===== src/rxeq_pkg.sv =====
/*
 * Constants, register layouts and types for the receive-port equalizer
 * and sampling-filter register bank.
 * Assumes a 100 MHz device clock and byte-wide register access.
 */
package rxeq_pkg;

    // ****************************************
    // Sizes
    // ****************************************
    localparam int RXEQ_NUM_PORTS = 4;
    localparam int RXEQ_ADDR_W = 8;
    localparam int RXEQ_DATA_W = 8;
    localparam int RXEQ_SET_W = 6;
    localparam int RXEQ_DLY_W = 6;
    localparam int RXEQ_AEQ_W = 4;
    localparam int RXEQ_WAIT_CNT_W = 22;

    // ****************************************
    // Register offsets
    // ****************************************
    localparam logic [7:0] RXEQ_ADDR_PAGE_SEL = 8'h4c;
    localparam logic [7:0] RXEQ_ADDR_RSVD_D1 = 8'hd1;
    localparam logic [7:0] RXEQ_ADDR_EQ_CTL = 8'hd2;
    localparam logic [7:0] RXEQ_ADDR_EQ_STATE = 8'hd3;
    localparam logic [7:0] RXEQ_ADDR_EQ_OVR = 8'hd4;
    localparam logic [7:0] RXEQ_ADDR_EQ_LIM = 8'hd5;
    localparam logic [7:0] RXEQ_ADDR_FLT_A = 8'hd6;
    localparam logic [7:0] RXEQ_ADDR_FLT_B = 8'hd7;
    localparam logic [7:0] RXEQ_ADDR_IRQ_EN = 8'hd8;

    // ****************************************
    // Reset values and write masks
    // ****************************************
    localparam logic [7:0] RXEQ_RST_PAGE_SEL = 8'h01;
    localparam logic [7:0] RXEQ_RST_RSVD_D1 = 8'h43;
    localparam logic [7:0] RXEQ_RST_EQ_CTL = 8'h94;
    localparam logic [7:0] RXEQ_RST_EQ_OVR = 8'h60;
    localparam logic [7:0] RXEQ_RST_EQ_LIM = 8'hf2;
    localparam logic [7:0] RXEQ_RST_IRQ_EN = 8'h00;
    localparam logic [7:0] RXEQ_WMASK_PAGE_SEL = 8'h3f;
    localparam logic [7:0] RXEQ_WMASK_EQ_CTL = 8'hf4;
    localparam logic [7:0] RXEQ_WMASK_IRQ_EN = 8'h07;
    localparam logic [7:0] RXEQ_ZERO_BYTE = 8'h00;

    // ****************************************
    // Timing
    // ****************************************
    localparam int RXEQ_CLK_PERIOD_NS = 10;
    localparam int RXEQ_WAIT_BASE_NS = 164000;
    localparam int RXEQ_WAIT_BASE_CYC = (RXEQ_WAIT_BASE_NS + RXEQ_CLK_PERIOD_NS - 1) / RXEQ_CLK_PERIOD_NS;

    // ****************************************
    // Register layouts
    // ****************************************
    typedef struct packed {
        logic [2:0] eq_step_wait_time;
        logic first_lock_restart_zero;
        logic eq_adapt_rerun;
        logic eq_floor_enable;
        logic [1:0] rsvd;
    } rxeq_ctl_t;

    typedef struct packed {
        logic [1:0] rsvd;
        logic [2:0] eq_state_upper;
        logic [2:0] eq_state_lower;
    } rxeq_state_t;

    typedef struct packed {
        logic [2:0] manual_eq_upper_bits;
        logic lock_waits_for_eq;
        logic [2:0] manual_eq_lower_bits;
        logic eq_adapt_disable;
    } rxeq_ovr_t;

    typedef struct packed {
        logic [3:0] eq_ceiling;
        logic [3:0] eq_start_floor;
    } rxeq_lim_t;

    typedef struct packed {
        logic filter_limit_hit;
        logic filter_settled;
        logic [5:0] filter_clock_delay;
    } rxeq_flt_a_t;

    typedef struct packed {
        logic rsvd;
        logic filter_measure_fault;
        logic [5:0] filter_data_delay;
    } rxeq_flt_b_t;

    typedef struct packed {
        logic [4:0] rsvd;
        logic irq_en_link_coding_fault;
        logic irq_en_ctrl_chan_order_fault;
        logic irq_en_ctrl_chan_check_fault;
    } rxeq_irq_en_t;

    typedef struct packed {
        logic [1:0] rsvd;
        logic [1:0] read_port;
        logic [3:0] write_en;
    } rxeq_page_t;

    typedef struct packed {
        rxeq_ctl_t ctl;
        rxeq_ovr_t ovr;
        rxeq_lim_t lim;
    } rxeq_cfg_t;

    typedef enum logic [1:0] {
        RXEQ_SEARCH = 2'b01,
        RXEQ_SETTLED = 2'b10
    } rxeq_fsm_t;

endpackage


===== src/rxeq_bank.sv =====
/*
 * Paged per-receive-port equalizer and sampling-filter register bank.
 * Assumes a byte register port fed by the serial host front end,
 * one-cycle read and write strobes, and link fault pulses per port.
 */
`timescale 1ns/100ps
module rxeq_bank
    import rxeq_pkg::*;
#(
    parameter int NUM_PORTS = RXEQ_NUM_PORTS,
    parameter int WAIT_BASE_CYC = RXEQ_WAIT_BASE_CYC
) (
    // Clock and reset
    input wire logic I_CLK,
    input wire logic I_RST,
    // Register port
    input wire logic I_REG_WR,
    input wire logic I_REG_RD,
    input wire logic [RXEQ_ADDR_W-1:0] I_REG_ADDR,
    input wire logic [RXEQ_DATA_W-1:0] I_REG_WDATA,
    output logic [RXEQ_DATA_W-1:0] O_REG_RDATA,
    output logic O_REG_RVALID,
    // Receiver lock and equalizer
    input wire logic [NUM_PORTS-1:0] I_LOCK_DET,
    output logic [NUM_PORTS*RXEQ_SET_W-1:0] O_EQ_SETTING,
    output logic [NUM_PORTS-1:0] O_RX_LOCK,
    // Sampling filter
    input wire logic [NUM_PORTS-1:0] I_FILTER_LIMIT,
    input wire logic [NUM_PORTS-1:0] I_FILTER_SETTLED,
    input wire logic [NUM_PORTS-1:0] I_FILTER_MEAS_FAULT,
    input wire logic [NUM_PORTS*RXEQ_DLY_W-1:0] I_FILTER_CDLY,
    input wire logic [NUM_PORTS*RXEQ_DLY_W-1:0] I_FILTER_DDLY,
    // Link fault events and port state reads
    input wire logic [NUM_PORTS-1:0] I_LINK_CODING_FAULT,
    input wire logic [NUM_PORTS-1:0] I_CTRL_CHAN_ORDER_FAULT,
    input wire logic [NUM_PORTS-1:0] I_CTRL_CHAN_CHECK_FAULT,
    input wire logic [NUM_PORTS-1:0] I_PORT_STATE_FIRST_RD,
    input wire logic [NUM_PORTS-1:0] I_PORT_STATE_SECOND_RD,
    // Interrupt
    output logic O_IRQ
);

    // ****************************************
    // Decoding
    // ****************************************
    function automatic logic port_reg(input logic [RXEQ_ADDR_W-1:0] a, input logic [RXEQ_ADDR_W-1:0] t);
        port_reg = (a == t);
    endfunction

    rxeq_page_t page_reg;
    logic [RXEQ_DATA_W-1:0] ctl_reg [NUM_PORTS];
    logic [RXEQ_DATA_W-1:0] ovr_reg [NUM_PORTS];
    logic [RXEQ_DATA_W-1:0] lim_reg [NUM_PORTS];
    logic [RXEQ_DATA_W-1:0] ien_reg [NUM_PORTS];
    logic [NUM_PORTS-1:0] rerun_reg;
    logic [NUM_PORTS-1:0] coding_pend_reg;
    logic [NUM_PORTS-1:0] order_pend_reg;
    logic [NUM_PORTS-1:0] check_pend_reg;
    logic [NUM_PORTS-1:0] irq_src;
    logic [RXEQ_DATA_W-1:0] rdata_next;
    rxeq_flt_a_t flt_a [NUM_PORTS];
    rxeq_flt_b_t flt_b [NUM_PORTS];
    rxeq_state_t eq_state [NUM_PORTS];

    wire wr_page = I_REG_WR && port_reg(I_REG_ADDR, RXEQ_ADDR_PAGE_SEL);
    wire wr_ctl = I_REG_WR && port_reg(I_REG_ADDR, RXEQ_ADDR_EQ_CTL);
    wire wr_ovr = I_REG_WR && port_reg(I_REG_ADDR, RXEQ_ADDR_EQ_OVR);
    wire wr_lim = I_REG_WR && port_reg(I_REG_ADDR, RXEQ_ADDR_EQ_LIM);
    wire wr_ien = I_REG_WR && port_reg(I_REG_ADDR, RXEQ_ADDR_IRQ_EN);
    wire rd_flt_a = I_REG_RD && port_reg(I_REG_ADDR, RXEQ_ADDR_FLT_A);
    wire rd_flt_b = I_REG_RD && port_reg(I_REG_ADDR, RXEQ_ADDR_FLT_B);
    wire [1:0] rport = page_reg.read_port;
    wire rport_ok = (32'(rport) < NUM_PORTS);
    wire rxeq_ctl_t wdata_ctl = rxeq_ctl_t'(I_REG_WDATA);

    // ****************************************
    // Per-port equalizer and filter
    // ****************************************
    genvar p;
    generate
        for (p = 0; p < NUM_PORTS; p++) begin : g_port
            rxeq_cfg_t cfg;
            wire wr_sel = page_reg.write_en[p];
            wire rd_sel = rport_ok && (32'(rport) == p);
            wire [RXEQ_SET_W-1:0] setting;
            rxeq_ctl_t ctl_q;
            rxeq_irq_en_t ien_q;

            assign ctl_q = rxeq_ctl_t'(ctl_reg[p]);
            assign ien_q = rxeq_irq_en_t'(ien_reg[p]);
            assign cfg = '{ctl_q, rxeq_ovr_t'(ovr_reg[p]), rxeq_lim_t'(lim_reg[p])};
            assign O_EQ_SETTING[p*RXEQ_SET_W +: RXEQ_SET_W] = setting;
            assign eq_state[p] = '{2'b00, setting[RXEQ_SET_W-1 -: 3], setting[2:0]};
            assign irq_src[p] = (coding_pend_reg[p] & ien_q.irq_en_link_coding_fault) |
                (order_pend_reg[p] & ien_q.irq_en_ctrl_chan_order_fault) |
                (check_pend_reg[p] & ien_q.irq_en_ctrl_chan_check_fault);

            rxeq_eq_adapt #(
                .WAIT_BASE_CYC(WAIT_BASE_CYC)
            ) u_eq (
                .i_clk(I_CLK),
                .i_rst(I_RST),
                .i_cfg(cfg),
                .i_rerun(rerun_reg[p]),
                .i_lock_det(I_LOCK_DET[p]),
                .o_eq_setting(setting),
                .o_rx_lock(O_RX_LOCK[p])
            );

            rxeq_filter_sts u_flt (
                .i_clk(I_CLK),
                .i_rst(I_RST),
                .i_limit_hit(I_FILTER_LIMIT[p]),
                .i_settled(I_FILTER_SETTLED[p]),
                .i_meas_fault(I_FILTER_MEAS_FAULT[p]),
                .i_cdly(I_FILTER_CDLY[p*RXEQ_DLY_W +: RXEQ_DLY_W]),
                .i_ddly(I_FILTER_DDLY[p*RXEQ_DLY_W +: RXEQ_DLY_W]),
                .i_rd_a(rd_flt_a && rd_sel),
                .i_rd_b(rd_flt_b && rd_sel),
                .o_sts_a(flt_a[p]),
                .o_sts_b(flt_b[p])
            );

            // ****************************************
            // Port registers
            // ****************************************
            always_ff @(posedge I_CLK or posedge I_RST) begin
                if (I_RST) begin
                    ctl_reg[p] <= RXEQ_RST_EQ_CTL;
                    ovr_reg[p] <= RXEQ_RST_EQ_OVR;
                    lim_reg[p] <= RXEQ_RST_EQ_LIM;
                    ien_reg[p] <= RXEQ_RST_IRQ_EN;
                    rerun_reg[p] <= 1'b0;
                end else begin
                    if (wr_ctl && wr_sel) begin
                        ctl_reg[p] <= I_REG_WDATA & RXEQ_WMASK_EQ_CTL;
                    end
                    if (wr_ovr && wr_sel) begin
                        ovr_reg[p] <= I_REG_WDATA;
                    end
                    if (wr_lim && wr_sel) begin
                        lim_reg[p] <= I_REG_WDATA;
                    end
                    if (wr_ien && wr_sel) begin
                        ien_reg[p] <= I_REG_WDATA & RXEQ_WMASK_IRQ_EN;
                    end
                    rerun_reg[p] <= wr_ctl && wr_sel && wdata_ctl.eq_adapt_rerun;
                end
            end

            // Pending faults; a new fault beats a clearing read
            always_ff @(posedge I_CLK or posedge I_RST) begin
                if (I_RST) begin
                    coding_pend_reg[p] <= 1'b0;
                    order_pend_reg[p] <= 1'b0;
                    check_pend_reg[p] <= 1'b0;
                end else begin
                    coding_pend_reg[p] <= I_LINK_CODING_FAULT[p] | (coding_pend_reg[p] & ~I_PORT_STATE_SECOND_RD[p]);
                    order_pend_reg[p] <= I_CTRL_CHAN_ORDER_FAULT[p] | (order_pend_reg[p] & ~I_PORT_STATE_FIRST_RD[p]);
                    check_pend_reg[p] <= I_CTRL_CHAN_CHECK_FAULT[p] | (check_pend_reg[p] & ~I_PORT_STATE_FIRST_RD[p]);
                end
            end
        end
    endgenerate

    // ****************************************
    // Read selection
    // ****************************************
    wire [RXEQ_DATA_W-1:0] rd_ctl = rport_ok ? (ctl_reg[rport] & RXEQ_WMASK_EQ_CTL) : RXEQ_ZERO_BYTE;
    wire [RXEQ_DATA_W-1:0] rd_state = rport_ok ? RXEQ_DATA_W'(eq_state[rport]) : RXEQ_ZERO_BYTE;
    wire [RXEQ_DATA_W-1:0] rd_ovr = rport_ok ? ovr_reg[rport] : RXEQ_ZERO_BYTE;
    wire [RXEQ_DATA_W-1:0] rd_lim = rport_ok ? lim_reg[rport] : RXEQ_ZERO_BYTE;
    wire [RXEQ_DATA_W-1:0] rd_fa = rport_ok ? RXEQ_DATA_W'(flt_a[rport]) : RXEQ_ZERO_BYTE;
    wire [RXEQ_DATA_W-1:0] rd_fb = rport_ok ? RXEQ_DATA_W'(flt_b[rport]) : RXEQ_ZERO_BYTE;
    wire [RXEQ_DATA_W-1:0] rd_ien = rport_ok ? ien_reg[rport] : RXEQ_ZERO_BYTE;

    always_comb begin
        unique case (I_REG_ADDR)
            RXEQ_ADDR_PAGE_SEL: rdata_next = RXEQ_DATA_W'(page_reg);
            RXEQ_ADDR_RSVD_D1: rdata_next = RXEQ_RST_RSVD_D1;
            RXEQ_ADDR_EQ_CTL: rdata_next = rd_ctl;
            RXEQ_ADDR_EQ_STATE: rdata_next = rd_state;
            RXEQ_ADDR_EQ_OVR: rdata_next = rd_ovr;
            RXEQ_ADDR_EQ_LIM: rdata_next = rd_lim;
            RXEQ_ADDR_FLT_A: rdata_next = rd_fa;
            RXEQ_ADDR_FLT_B: rdata_next = rd_fb;
            RXEQ_ADDR_IRQ_EN: rdata_next = rd_ien;
            default: rdata_next = RXEQ_ZERO_BYTE;
        endcase
    end

    // ****************************************
    // Page select, read data, interrupt
    // ****************************************
    always_ff @(posedge I_CLK or posedge I_RST) begin
        if (I_RST) begin
            page_reg <= rxeq_page_t'(RXEQ_RST_PAGE_SEL);
            O_REG_RDATA <= RXEQ_ZERO_BYTE;
            O_REG_RVALID <= 1'b0;
            O_IRQ <= 1'b0;
        end else begin
            if (wr_page) begin
                page_reg <= rxeq_page_t'(I_REG_WDATA & RXEQ_WMASK_PAGE_SEL);
            end
            if (I_REG_RD) begin
                O_REG_RDATA <= rdata_next;
            end
            O_REG_RVALID <= I_REG_RD;
            O_IRQ <= |irq_src;
        end
    end

endmodule


===== src/rxeq_eq_adapt.sv =====
/*
 * Adaptive equalizer stepping for one receive port.
 * Assumes a lock detector level synchronous to the clock.
 */
`timescale 1ns/100ps
module rxeq_eq_adapt
    import rxeq_pkg::*;
#(
    parameter int WAIT_BASE_CYC = RXEQ_WAIT_BASE_CYC
) (
    // Clock and reset
    input wire logic i_clk,
    input wire logic i_rst,
    // Control
    input wire rxeq_cfg_t i_cfg,
    input wire logic i_rerun,
    input wire logic i_lock_det,
    // Results
    output logic [RXEQ_SET_W-1:0] o_eq_setting,
    output logic o_rx_lock
);

    rxeq_fsm_t state_reg, state_next;
    logic [RXEQ_AEQ_W-1:0] eq_reg, eq_next;
    logic [RXEQ_WAIT_CNT_W-1:0] cnt_reg, cnt_next;
    logic first_reg, first_next;
    logic [RXEQ_SET_W-1:0] set_next;
    logic lock_next;
    wire [RXEQ_WAIT_CNT_W-1:0] wait_base = RXEQ_WAIT_CNT_W'(WAIT_BASE_CYC);
    wire [RXEQ_WAIT_CNT_W-1:0] wait_limit = wait_base << i_cfg.ctl.eq_step_wait_time;
    wire wait_end = (cnt_reg >= wait_limit - RXEQ_WAIT_CNT_W'(1));
    wire [RXEQ_AEQ_W-1:0] start_val = i_cfg.ctl.eq_floor_enable ? i_cfg.lim.eq_start_floor : '0;

    // ****************************************
    // Stepping
    // ****************************************
    always_comb begin
        state_next = state_reg;
        eq_next = eq_reg;
        cnt_next = cnt_reg + RXEQ_WAIT_CNT_W'(1);
        first_next = first_reg;
        if (i_cfg.ovr.eq_adapt_disable) begin
            state_next = RXEQ_SETTLED;
            cnt_next = '0;
        end else if (i_rerun) begin
            eq_next = start_val;
            state_next = RXEQ_SEARCH;
            cnt_next = '0;
            first_next = 1'b0;
        end else if (i_lock_det && !first_reg) begin
            first_next = 1'b1;
            cnt_next = '0;
            if (i_cfg.ctl.first_lock_restart_zero) begin
                eq_next = start_val;
                state_next = RXEQ_SEARCH;
            end else begin
                state_next = RXEQ_SETTLED;
            end
        end else begin
            unique case (state_reg)
                RXEQ_SEARCH: begin
                    if (wait_end) begin
                        cnt_next = '0;
                        if (i_lock_det) begin
                            state_next = RXEQ_SETTLED;
                        end else if (eq_reg >= i_cfg.lim.eq_ceiling) begin
                            eq_next = start_val;
                        end else begin
                            eq_next = eq_reg + RXEQ_AEQ_W'(1);
                        end
                    end
                end
                RXEQ_SETTLED: begin
                    cnt_next = '0;
                    if (!i_lock_det) begin
                        state_next = RXEQ_SEARCH;
                    end
                end
                default: begin
                    state_next = RXEQ_SEARCH;
                end
            endcase
        end
    end

    // Applied setting and reported lock
    assign set_next = i_cfg.ovr.eq_adapt_disable ?
        {i_cfg.ovr.manual_eq_upper_bits, i_cfg.ovr.manual_eq_lower_bits} :
        {{(RXEQ_SET_W-RXEQ_AEQ_W){1'b0}}, eq_reg};
    assign lock_next = i_cfg.ovr.lock_waits_for_eq ? (i_lock_det && state_reg == RXEQ_SETTLED) : i_lock_det;

    always_ff @(posedge i_clk or posedge i_rst) begin
        if (i_rst) begin
            state_reg <= RXEQ_SEARCH;
            eq_reg <= '0;
            cnt_reg <= '0;
            first_reg <= 1'b0;
            o_eq_setting <= '0;
            o_rx_lock <= 1'b0;
        end else begin
            state_reg <= state_next;
            eq_reg <= eq_next;
            cnt_reg <= cnt_next;
            first_reg <= first_next;
            o_eq_setting <= set_next;
            o_rx_lock <= lock_next;
        end
    end

endmodule


===== src/rxeq_filter_sts.sv =====
/*
 * Sampling-filter status flags for one receive port.
 * Assumes filter inputs synchronous to the clock; read strobes are one cycle.
 */
`timescale 1ns/100ps
module rxeq_filter_sts
    import rxeq_pkg::*;
(
    // Clock and reset
    input wire logic i_clk,
    input wire logic i_rst,
    // Filter inputs
    input wire logic i_limit_hit,
    input wire logic i_settled,
    input wire logic i_meas_fault,
    input wire logic [RXEQ_DLY_W-1:0] i_cdly,
    input wire logic [RXEQ_DLY_W-1:0] i_ddly,
    // Read strobes
    input wire logic i_rd_a,
    input wire logic i_rd_b,
    // Status
    output rxeq_flt_a_t o_sts_a,
    output rxeq_flt_b_t o_sts_b
);

    // Sticky set wins over clear on read; settled sticks low until a read reloads it
    wire limit_next = i_limit_hit | (o_sts_a.filter_limit_hit & ~i_rd_a);
    wire settled_next = i_rd_a ? i_settled : (o_sts_a.filter_settled & i_settled);
    wire fault_next = i_meas_fault | (o_sts_b.filter_measure_fault & ~i_rd_b);

    always_ff @(posedge i_clk or posedge i_rst) begin
        if (i_rst) begin
            o_sts_a <= '0;
            o_sts_b <= '0;
        end else begin
            o_sts_a <= '{limit_next, settled_next, i_cdly};
            o_sts_b <= '{1'b0, fault_next, i_ddly};
        end
    end

endmodule


===== config.mk =====
export PLATFORM = sky130hd
export DESIGN_NAME = rxeq_bank
export DESIGN_NICKNAME = d
export VERILOG_FILES = /design/src/rxeq_pkg.sv /design/src/rxeq_bank.sv /design/src/rxeq_eq_adapt.sv /design/src/rxeq_filter_sts.sv
export SDC_FILE = /design/constraint.sdc
export NUM_CORES = 1
export LEC_CHECK = 0
export BUFFER_PORTS_ARGS = -buffer_cell sky130_fd_sc_hd__buf_2
export CAP_MARGIN = 5
export CORE_ASPECT_RATIO = 1.2
export CORE_UTILIZATION = 60
export CTS_CLUSTER_DIAMETER = 30
export CTS_CLUSTER_SIZE = 20
export DETAILED_ROUTE_END_ITERATION = 8
export MAX_ROUTING_LAYER = met4
export PLACE_DENSITY = 0.89
export SLEW_MARGIN = 20
export SYNTH_ARGS = -nofsm -noshare
export SYNTH_HDL_FRONTEND = slang
export SYNTH_HIERARCHICAL = 1
export SYNTH_SLANG_ARGS = --single-unit

===== constraint.sdc =====
create_clock -name I_CLK -period 4.9 [get_ports I_CLK]
set_clock_uncertainty 0.05 [all_clocks]
set_input_delay 0.49 -clock I_CLK [delete_from_list [all_inputs] [get_ports I_CLK]]
set_output_delay 0.49 -clock I_CLK [all_outputs]
set_load 0.1 [all_outputs]

* Word level (Yosys, flattened, before mapping) *
Index checks and enable logic that the tools add are counted.

word-level totals
  bits in registers = 332
  bits of input ports = 104
  output and inout bits = 38

cells by class
  add/sub/neg operators = 12
  $lt $le $gt $ge = 9
  eq/ne operators = 40
  shift operators = 4
  multiplexer cells = 126
  bitwise gates (word level) = 85
  reductions and logical operators = 73

operators with widths
  cell                                                                  number
  22-bit two-way mux                                                    16
  22-bit one-hot mux with 2 select lines                                4
  4-bit two-way mux                                                     32
  8-bit binary-select mux with 2-bit select                             7
  8-bit two-way mux                                                     14
  22-bit by 1-bit adder with 22-bit output, second input constant       4
  22-bit >= comparator                                                  4
  15-bit by 3-bit << shifter with 22-bit output, first input constant   4
  22-bit by 1-bit subtractor with 22-bit output, second input constant  4
  8-bit one-hot mux with 9 select lines                                 1
  8-bit equality test, second input constant                            8
  2-bit two-way mux                                                     28
  1-bit logical AND                                                     43
  5-bit by 4-bit != test with 1-bit output, second input constant       8
  1-bit bitwise AND                                                     36
  1-bit bitwise OR                                                      28
  6-bit two-way mux                                                     4
  3-bit nonzero test                                                    8
  5-bit by 3-bit != test with 1-bit output, second input constant       4
  1-bit inverter                                                        20
  5-bit AND reduction                                                   4
  4-bit by 1-bit adder with 4-bit output, second input constant         4
  4-bit >= comparator                                                   4
  1-bit two-way mux                                                     16
  other kinds (14)                                                      44

* Logic depth before layout (Yosys ltp) *
Gate-level depths: netlist of the first run.

  depth after elaboration = 8
  depth in mapped cells = 16
  gate-level depth less buffers = 13

* Hierarchy *
The synthesis of the first run kept the hierarchy.

modules (own cells, without submodules)
  module                               times used  cells each  area each (µm²)  seq. area each (µm²)
  rxeq_bank                            1           477         6668.9           3254.4
  rxeq_eq_adapt at g_port[1].u_eq ...  2           267         2512.4           902.1
  rxeq_eq_adapt at g_port[3].u_eq      1           267         2394.8           902.1
  rxeq_eq_adapt at g_port[0].u_eq      1           262         2349.8           902.1
  rxeq_filter_sts                      4           23          420.4            375.4

* Worst setup path after synthesis of the first run *
No wires, ideal clock.

  path type = flip-flop to flip-flop
  start = register ctl_reg (netlist bit g_port[3].ctl_q[7])
  end = register g_port[3].u_eq.eq_reg[1]
  library setup time = 0.125 ns
  arrival = 3.168 ns
  setup slack = 1.557 ns
  stages on the path, launching flop included = 15
  clock period less this slack = 3.343 ns
  path through = dfstp_2 > clkbuf_1 > nor2_1 > nand2_1 > ha_1 > clkbuf_1 > nor2_1 > a211o_1 > ha_1 > a211oi_1 > nor2_1 > nor4_1 > o21ai_0 > o21ai_0 > mux2_2

on the way
  word-level cells in the longest chain between the ends = 5

ends and longest elaborated chain
  element                                        RTL line              RTL
  start, declared                                rxeq_bank.sv:51       logic [RXEQ_DATA_W-1:0] ctl_reg [NUM_PORTS];
  start signal, assigned by index                rxeq_bank.sv:136      ctl_reg[p] <= I_REG_WDATA & RXEQ_WMASK_EQ_CTL;
  15-bit by 3-bit << shifter with 22-bit output  rxeq_eq_adapt.sv:30   wire [RXEQ_WAIT_CNT_W-1:0] wait_limit = wait_base << i_cfg.ctl.eq_step_wait_time;
  22-bit by 1-bit subtractor with 22-bit output  rxeq_eq_adapt.sv:31   wire wait_end = (cnt_reg >= wait_limit - RXEQ_WAIT_CNT_W'(1));
  22-bit >= comparator                           rxeq_eq_adapt.sv:31
  3-bit nonzero test (no line)                   -
  5-bit AND reduction (no line)                  -
  end signal, assigned                           rxeq_eq_adapt.sv:102  eq_reg <= eq_next;
  end, declared                                  rxeq_eq_adapt.sv:24   logic [RXEQ_AEQ_W-1:0] eq_reg, eq_next;

Every way passes these cells.
A chain may end at the register's enable or synchronous reset.

* Worst setup path after layout of the first run *
  start = register ctl_reg (netlist bit g_port[2].ctl_q[6])
  end = register g_port[2].u_eq.cnt_reg[7]

on the way
  word-level cells in the longest chain between the ends = 8

ends and longest elaborated chain
  element                                        RTL line              RTL
  15-bit by 3-bit << shifter with 22-bit output  rxeq_eq_adapt.sv:30
  22-bit by 1-bit subtractor with 22-bit output  rxeq_eq_adapt.sv:31
  22-bit >= comparator                           rxeq_eq_adapt.sv:31
  22-bit two-way mux                             rxeq_eq_adapt.sv:62   if (wait_end) begin
  22-bit one-hot mux with 2 select lines         rxeq_eq_adapt.sv:60   unique case (state_reg)
  22-bit two-way mux                             rxeq_eq_adapt.sv:50   end else if (i_lock_det && !first_reg) begin
  22-bit two-way mux                             rxeq_eq_adapt.sv:45   end else if (i_rerun) begin
  22-bit two-way mux                             rxeq_eq_adapt.sv:42   if (i_cfg.ovr.eq_adapt_disable) begin
  named net g_port[2].u_eq.cnt_next[7]           rxeq_eq_adapt.sv:25   logic [RXEQ_WAIT_CNT_W-1:0] cnt_reg, cnt_next;
  end signal, assigned                           rxeq_eq_adapt.sv:103  cnt_reg <= cnt_next;
  end, declared                                  rxeq_eq_adapt.sv:25

The timed path passes the listed nets, and every way through them passes these cells.

==> impl_metrics.py, run 1 <==
metrics = {
    "route": {
        "vias_per_cell": 6.57,
        "firstDrtPassIters": 8,
        "drt-initial-drc-count": 2052,
        "ant_nets": 0,
        "drc": 0,
        "wl_per_cell_um": 24.6,
        "via_count": 14900,
        "wl_mm": 55.7,
    },
    "cells_and_area": {
        "layout-drive-gt1-share_pct": 27.5,
        "area_growth_pct": 18.8,
        "final_area_um2": 21500,
        "largest_register_ffs": 88,
        "finalNetCount": 2027,
        "fill_cells": 1857,
        "layout_commonest_cell": "dfrtp_1",
        "final_cell_mix": "285 x dfrtp_1, 162 x nor2_1, 141 x buf_2",
    },
    "synth": {
        "yosysWarnings": 6,
        "synthesis.area_um2": 18100,
        "synth_cells": 1631,
        "syn_nets": 1835,
        "avgSynthCellArea_um2": 11.1,
    },
    "critical_path": {
        "regToRegSetupSlack_ps": 990,
        "critical_path_peak_fanout": 22,
        "crit_chain": "nor2_1 > nand2_1 > ha_1 > nor2_1 > a211o_1 > ha_1 > and4_1 > nand3_2 > nor4_4 > nor3_4 > a22oi_4 > nor2_1",
        "crit_arrival_ps": 4310,
        "start_kind": "flop",
        "critical_path_required_ps": 5300,
        "critical_path.most_common_cell": "nor2_1",
        "cp.buffers_inverters": 0,
        "cp_slowest_stage_delay_ps": 730,
        "crit_slowest_cell": "dfrtp_1",
        "crit_type": "flop to flop",
        "cp-end-kind": "flop",
        "cp_top_family": "simple AND/OR/NAND/NOR gates",
    },
    "clock_network": {
        "cts.clk_slew.worst_paths_ps": 70,
        "cts_max_level": 2,
        "clock-root-buffer": "clkbuf_16",
        "clk_latency_ps": 620,
        "cts_resized": 0,
        "max-clock-path-buffers": 3,
        "clock-sinks": 332,
        "cts_tree": "yes",
        "cts_buffers": 55,
    },
    "sta": {
        "slew_violations": 0,
        "fin_setup_tns_ps": 0,
        "fin_crit_sh_pct": 79.8,
        "min_period_ps": 3910,
        "worst_pin_slew_ps": 927,
        "timing.fmax_ghz": 0.256,
        "setup_violations": 0,
        "slew_headroom_pct": 38.2,
        "rsz0062_at_grt": "false",
        "final_hold_viol_count": 0,
    },
    "global_route": {
        "grt_max_degree": 56,
        "antenna_found_initial": 6,
        "grt_pass1_vias": 15200,
        "grt_pass1_wl_mm": 86.4,
        "grt_usage_pct": 38.2,
        "grt_overflow": 0,
    },
    "floorplanning": {
        "std_cell_rows": 69,
        "dieArea_um2": 30900,
        "core_um2": 29700,
        "dieWidth_um": 161,
        "start_util_pct": 61.0,
        "ioPinCount": 142,
        "die_h_um": 192,
    },
    "worst_hold_path": {
        "hp-class": "input pin to flop",
    },
    "placement": {
        "placed_area_um2": 19100,
        "port_buffers": 141,
        "place_congestion": 1.03,
        "dpl.hpwl_mm": 33.7,
    },
    "power": {
        "p_leak_nw": 9.69,
        "p_per_area_nw_per_um2": 380,
        "power_mw": 8.18,
        "irDropWorstVdd_mv": 0.265,
    },
    "status": {
        "status": "complete, no violations",
    },
    "flow_run": {
        "drv_cap": 0,
    },
}
metrics by stage:
stage                     utilization (%)  std cells  hold slack, ps  worst slack, ps
after floorplan                         -       1631             341             1020
after global placement               64.2       2107             401             1330
after detailed placement             64.2       2107             408             1270
after CTS                            72.4       2260            17.6             1160
after global routing                 72.5       2266            17.3              808
final                                72.5       2266            23.0              989
where the power goes:
part	internal, mW	switching (mW)
combinational	0.392	0.687
clock	2.41	1.67
sequential	2.89	0.139
total	5.69	2.49
path summary, 6_finish.rpt:
path | from | end | depth (start not counted)
worst max-delay path | g_port[2].ctl_q[6]$_DFFE_PP0P_ | g_port[2].u_eq/cnt_reg[7]$_DFF_PP0_ | 12
worst min-delay path | I_CTRL_CHAN_CHECK_FAULT[0] | check_pend_reg[0]$_DFF_PP0_ | 2
worst max register to register | g_port[2].ctl_q[6]$_DFFE_PP0P_ | g_port[2].u_eq/cnt_reg[7]$_DFF_PP0_ | 12
worst min register to register | order_pend_reg[1]$_DFF_PP0_ | order_pend_reg[1]$_DFF_PP0_ | 1
max in group asynchronous | I_RST | check_pend_reg[1]$_DFF_PP0_ | 4
min in group asynchronous | I_RST | g_port[2].cfg[15]$_DFFE_PP0P_ | 3
final cells by class:
class | instances | area, um2 | area share (%)
Inverter | 78 | 295 | 1.37
Antenna cell | 6 | 15.0 | 0.0698
Tap cell | 390 | 488 | 2.27
Clock buffer | 57 | 1400 | 6.52
Sequential cell | 332 | 8370 | 38.9
Timing Repair Buffer | 200 | 1270 | 5.91
Clock inverter | 47 | 547 | 2.54
Multi-Input combinational cell | 1156 | 9140 | 42.4
what timing repair did:
action | 4_1_cts | 5_1_grt
hold buffers | 49 | 0
buffers inserted | 0 | 0
hold endpoints to repair | 69 | 0
metal layers:
metal / vias to the layer above / routed length [um] / track usage [%]
li1: 6250 / - / -
met4: 0 / 4970 / 29.2
met1: 7178 / 19100 / 42.3
met5: - / 0 / -
met2: 1069 / 25900 / 58.7
met3: 380 / 5630 / 10.9
(Power assumes the default switching activity.)
==> run 2: changes to the inputs <==
clock period = 3.6 ns   (was 4.9 ns; I/O delays follow)
==> run 2 against run 1 <==
Effect of this change:
- the flow now finishes with violations (negative hold slack)
- first-iteration DRC count increased by 0.24%
- wire length rose by 12%
- clock-buffer cell count increased by 5
- final area is 2.7% higher
- largest power group unchanged
==> impl_metrics.py, run 2 (synthesized netlist as in run 1, its figures left out) <==
metrics = {
    "placement": {
        "dpl.hpwl_mm": 35.1,
        "place_congestion": 0.986,
        "dpl_worst_slack_ps": 202,
        "port_buffers": 141,
    },
    "global_route": {
        "grt_pass1_wl_mm": 93.8,
        "grt_pass1_vias": 15900,
        "grt_usage_pct": 42.1,
        "grt_max_degree": 64,
        "antenna_found_initial": 10,
        "grt_overflow": 0,
    },
    "critical_path": {
        "regToRegSetupSlack_ps": 40,
        "critical_path_peak_fanout": 13,
        "crit_arrival_ps": 3980,
        "crit_type": "flop to flop",
        "crit_chain": "nor2_2 > nand2_1 > ha_2 > buf_4 > a21oi_1 > o21a_1 > ha_1 > nand2_1 > nor4_1 > a21oi_1 > o211ai_1 > o21a_2 > mux2_2",
        "critical_path_required_ps": 4030,
        "cp_slowest_stage_delay_ps": 680,
        "crit_slowest_cell": "dfstp_2",
        "cp-end-kind": "flop",
        "start_kind": "flop",
    },
    "sta": {
        "min_period_ps": 3560,
        "slew_violations": 0,
        "worst_pin_slew_ps": 977,
        "fin_crit_sh_pct": 98.8,
        "timing.fmax_ghz": 0.281,
        "setup_ws_ps": 43.3,
        "final_hold_viol_count": 1,
        "slew_headroom_pct": 34.3,
        "setup_violations": 0,
        "hold-worst-slack_ps": -3.30,
    },
    "floorplanning": {
        "ioPinCount": 142,
        "core_um2": 29700,
        "dieArea_um2": 30900,
        "start_util_pct": 61.0,
        "std_cell_rows": 69,
        "dieWidth_um": 161,
        "die_h_um": 192,
    },
    "route": {
        "drc": 0,
        "via_count": 15600,
        "firstDrtPassIters": 9,
        "drt-initial-drc-count": 2057,
        "ant_nets": 0,
        "wl_per_cell_um": 26.8,
        "vias_per_cell": 6.69,
        "wl_mm": 62.3,
    },
    "clock_network": {
        "clk_latency_ps": 610,
        "clock-sinks": 332,
        "max-clock-path-buffers": 3,
        "clock-root-buffer": "clkbuf_16",
        "cts_buffers": 55,
        "cts_tree": "yes",
        "cts_max_level": 2,
        "cts.clk_slew.worst_paths_ps": 50,
    },
    "power": {
        "irDropWorstVdd_mv": 0.503,
        "p_leak_nw": 9.90,
        "p_per_area_nw_per_um2": 519,
        "power_mw": 11.5,
    },
    "worst_hold_path": {
        "hp-class": "input pin to flop",
    },
    "status": {
        "status": "finished, violations left",
        "violations": "negative hold slack",
    },
    "flow_run": {
        "drv_cap": 0,
    },
    "cells_and_area": {
        "layout_commonest_cell": "dfrtp_1",
        "finalNetCount": 2077,
        "final_cell_mix": "285 x dfrtp_1, 161 x nor2_1, 141 x buf_2",
        "area_growth_pct": 22.0,
        "layout-drive-gt1-share_pct": 28.5,
        "largest_register_ffs": 88,
    },
}
run 2: cell types whose count changed in the layout (fill, tap and decap cells not counted), sizes merged:
cell         before  now
diode             6   15
bufinv            4    6
clkinvlp          6   13
dlygate4sd3      49   76
inv             103   92
buf             151  174
clkbuf           57   62
clkinv           12    9
run 2: what timing repair did:
item	in CTS	in global routing
hold endpoints to repair	222	0
buffers inserted	0	2
resized for setup	1	26
pin swaps	0	5
setup endpoints to repair	1	78
hold buffers	76	0
cloned	0	3
run 2: report_power, final:
part,internal (mW),switching [mW]
logic,0.703,1.07
registers,3.94,0.197
clock network,3.38,2.18
run 2: layer usage:
metal / up-vias / share of wire (%) / GRT usage [%] / wire (um)
li1: 6339 / - / - / -
met1: 7544 / 33 / 45.3 / 20600
met2: 1200 / 47 / 64.3 / 29000
met3: 476 / 11 / 14.9 / 6770
met4: 0 / 9.6 / 31.8 / 5950
met5: - / 0 / - / 0
run 2: worst max-delay path: cells and delay by family (launching register included):
| kind | cells | cell delay (ps) |
|---|---|---|
| AOI/OAI and AO/OA | 5 | 1120 |
| DFF | 1 | 680 |
| adders and majority gates | 2 | 550 |
| and+or+nand+nor | 4 | 500 |
| muxes | 1 | 350 |
| buffers and inverters | 1 | 170 |
run 2: final timing paths:
| kind | from | to | depth (start not counted) |
|---|---|---|---|
| hold / removal | I_LOCK_DET[1] | g_port[1].u_eq/o_rx_lock$_DFF_PP0_ | 2 |
| min in group asynchronous | I_RST | g_port[2].cfg[15]$_DFFE_PP0P_ | 3 |
| hold reg to reg | g_port[3].u_eq/cnt_reg[0]$_DFF_PP0_ | g_port[3].u_eq/cnt_reg[0]$_DFF_PP0_ | 1 |
| max in group asynchronous | I_RST | g_port[2].u_eq/state_reg[0]$_DFFE_PP1P_ | 4 |
| setup reg to reg | g_port[0].ctl_q[7]$_DFFE_PP1P_ | g_port[0].u_eq/eq_reg[1]$_DFFE_PP0P_ | 13 |
| setup / recovery | g_port[0].ctl_q[7]$_DFFE_PP1P_ | g_port[0].u_eq/eq_reg[1]$_DFFE_PP0P_ | 13 |
run 2: per-stage QoR:
| stage | setup TNS [ps] | util (%) | std cells | hold WS (ps) | cell area [um2] |
|---|---|---|---|---|---|
| after floorplan | 0 | - | 1631 | 211 | 18100 |
| after global placement | 0 | 64.7 | 2124 | 402 | 19200 |
| after detailed placement | 0 | 64.7 | 2124 | 416 | 19200 |
| after CTS | 0 | 73.8 | 2304 | 9.80 | 21900 |
| after global routing | -39.3 | 74.4 | 2321 | 8.45 | 22100 |
| final | 0 | 74.4 | 2325 | -3.30 | 22100 |
run 2: final cells by class:
cell class / count / area (um2)
clock buffer: 62 / 1430
fill: 1772 / 7590
inverter: 78 / 297
timing repair buffer: 250 / 1770
multi-input combinational: 1156 / 9210
antenna: 15 / 37.5
sequential: 332 / 8370
tap: 390 / 488
clock inverter: 42 / 503
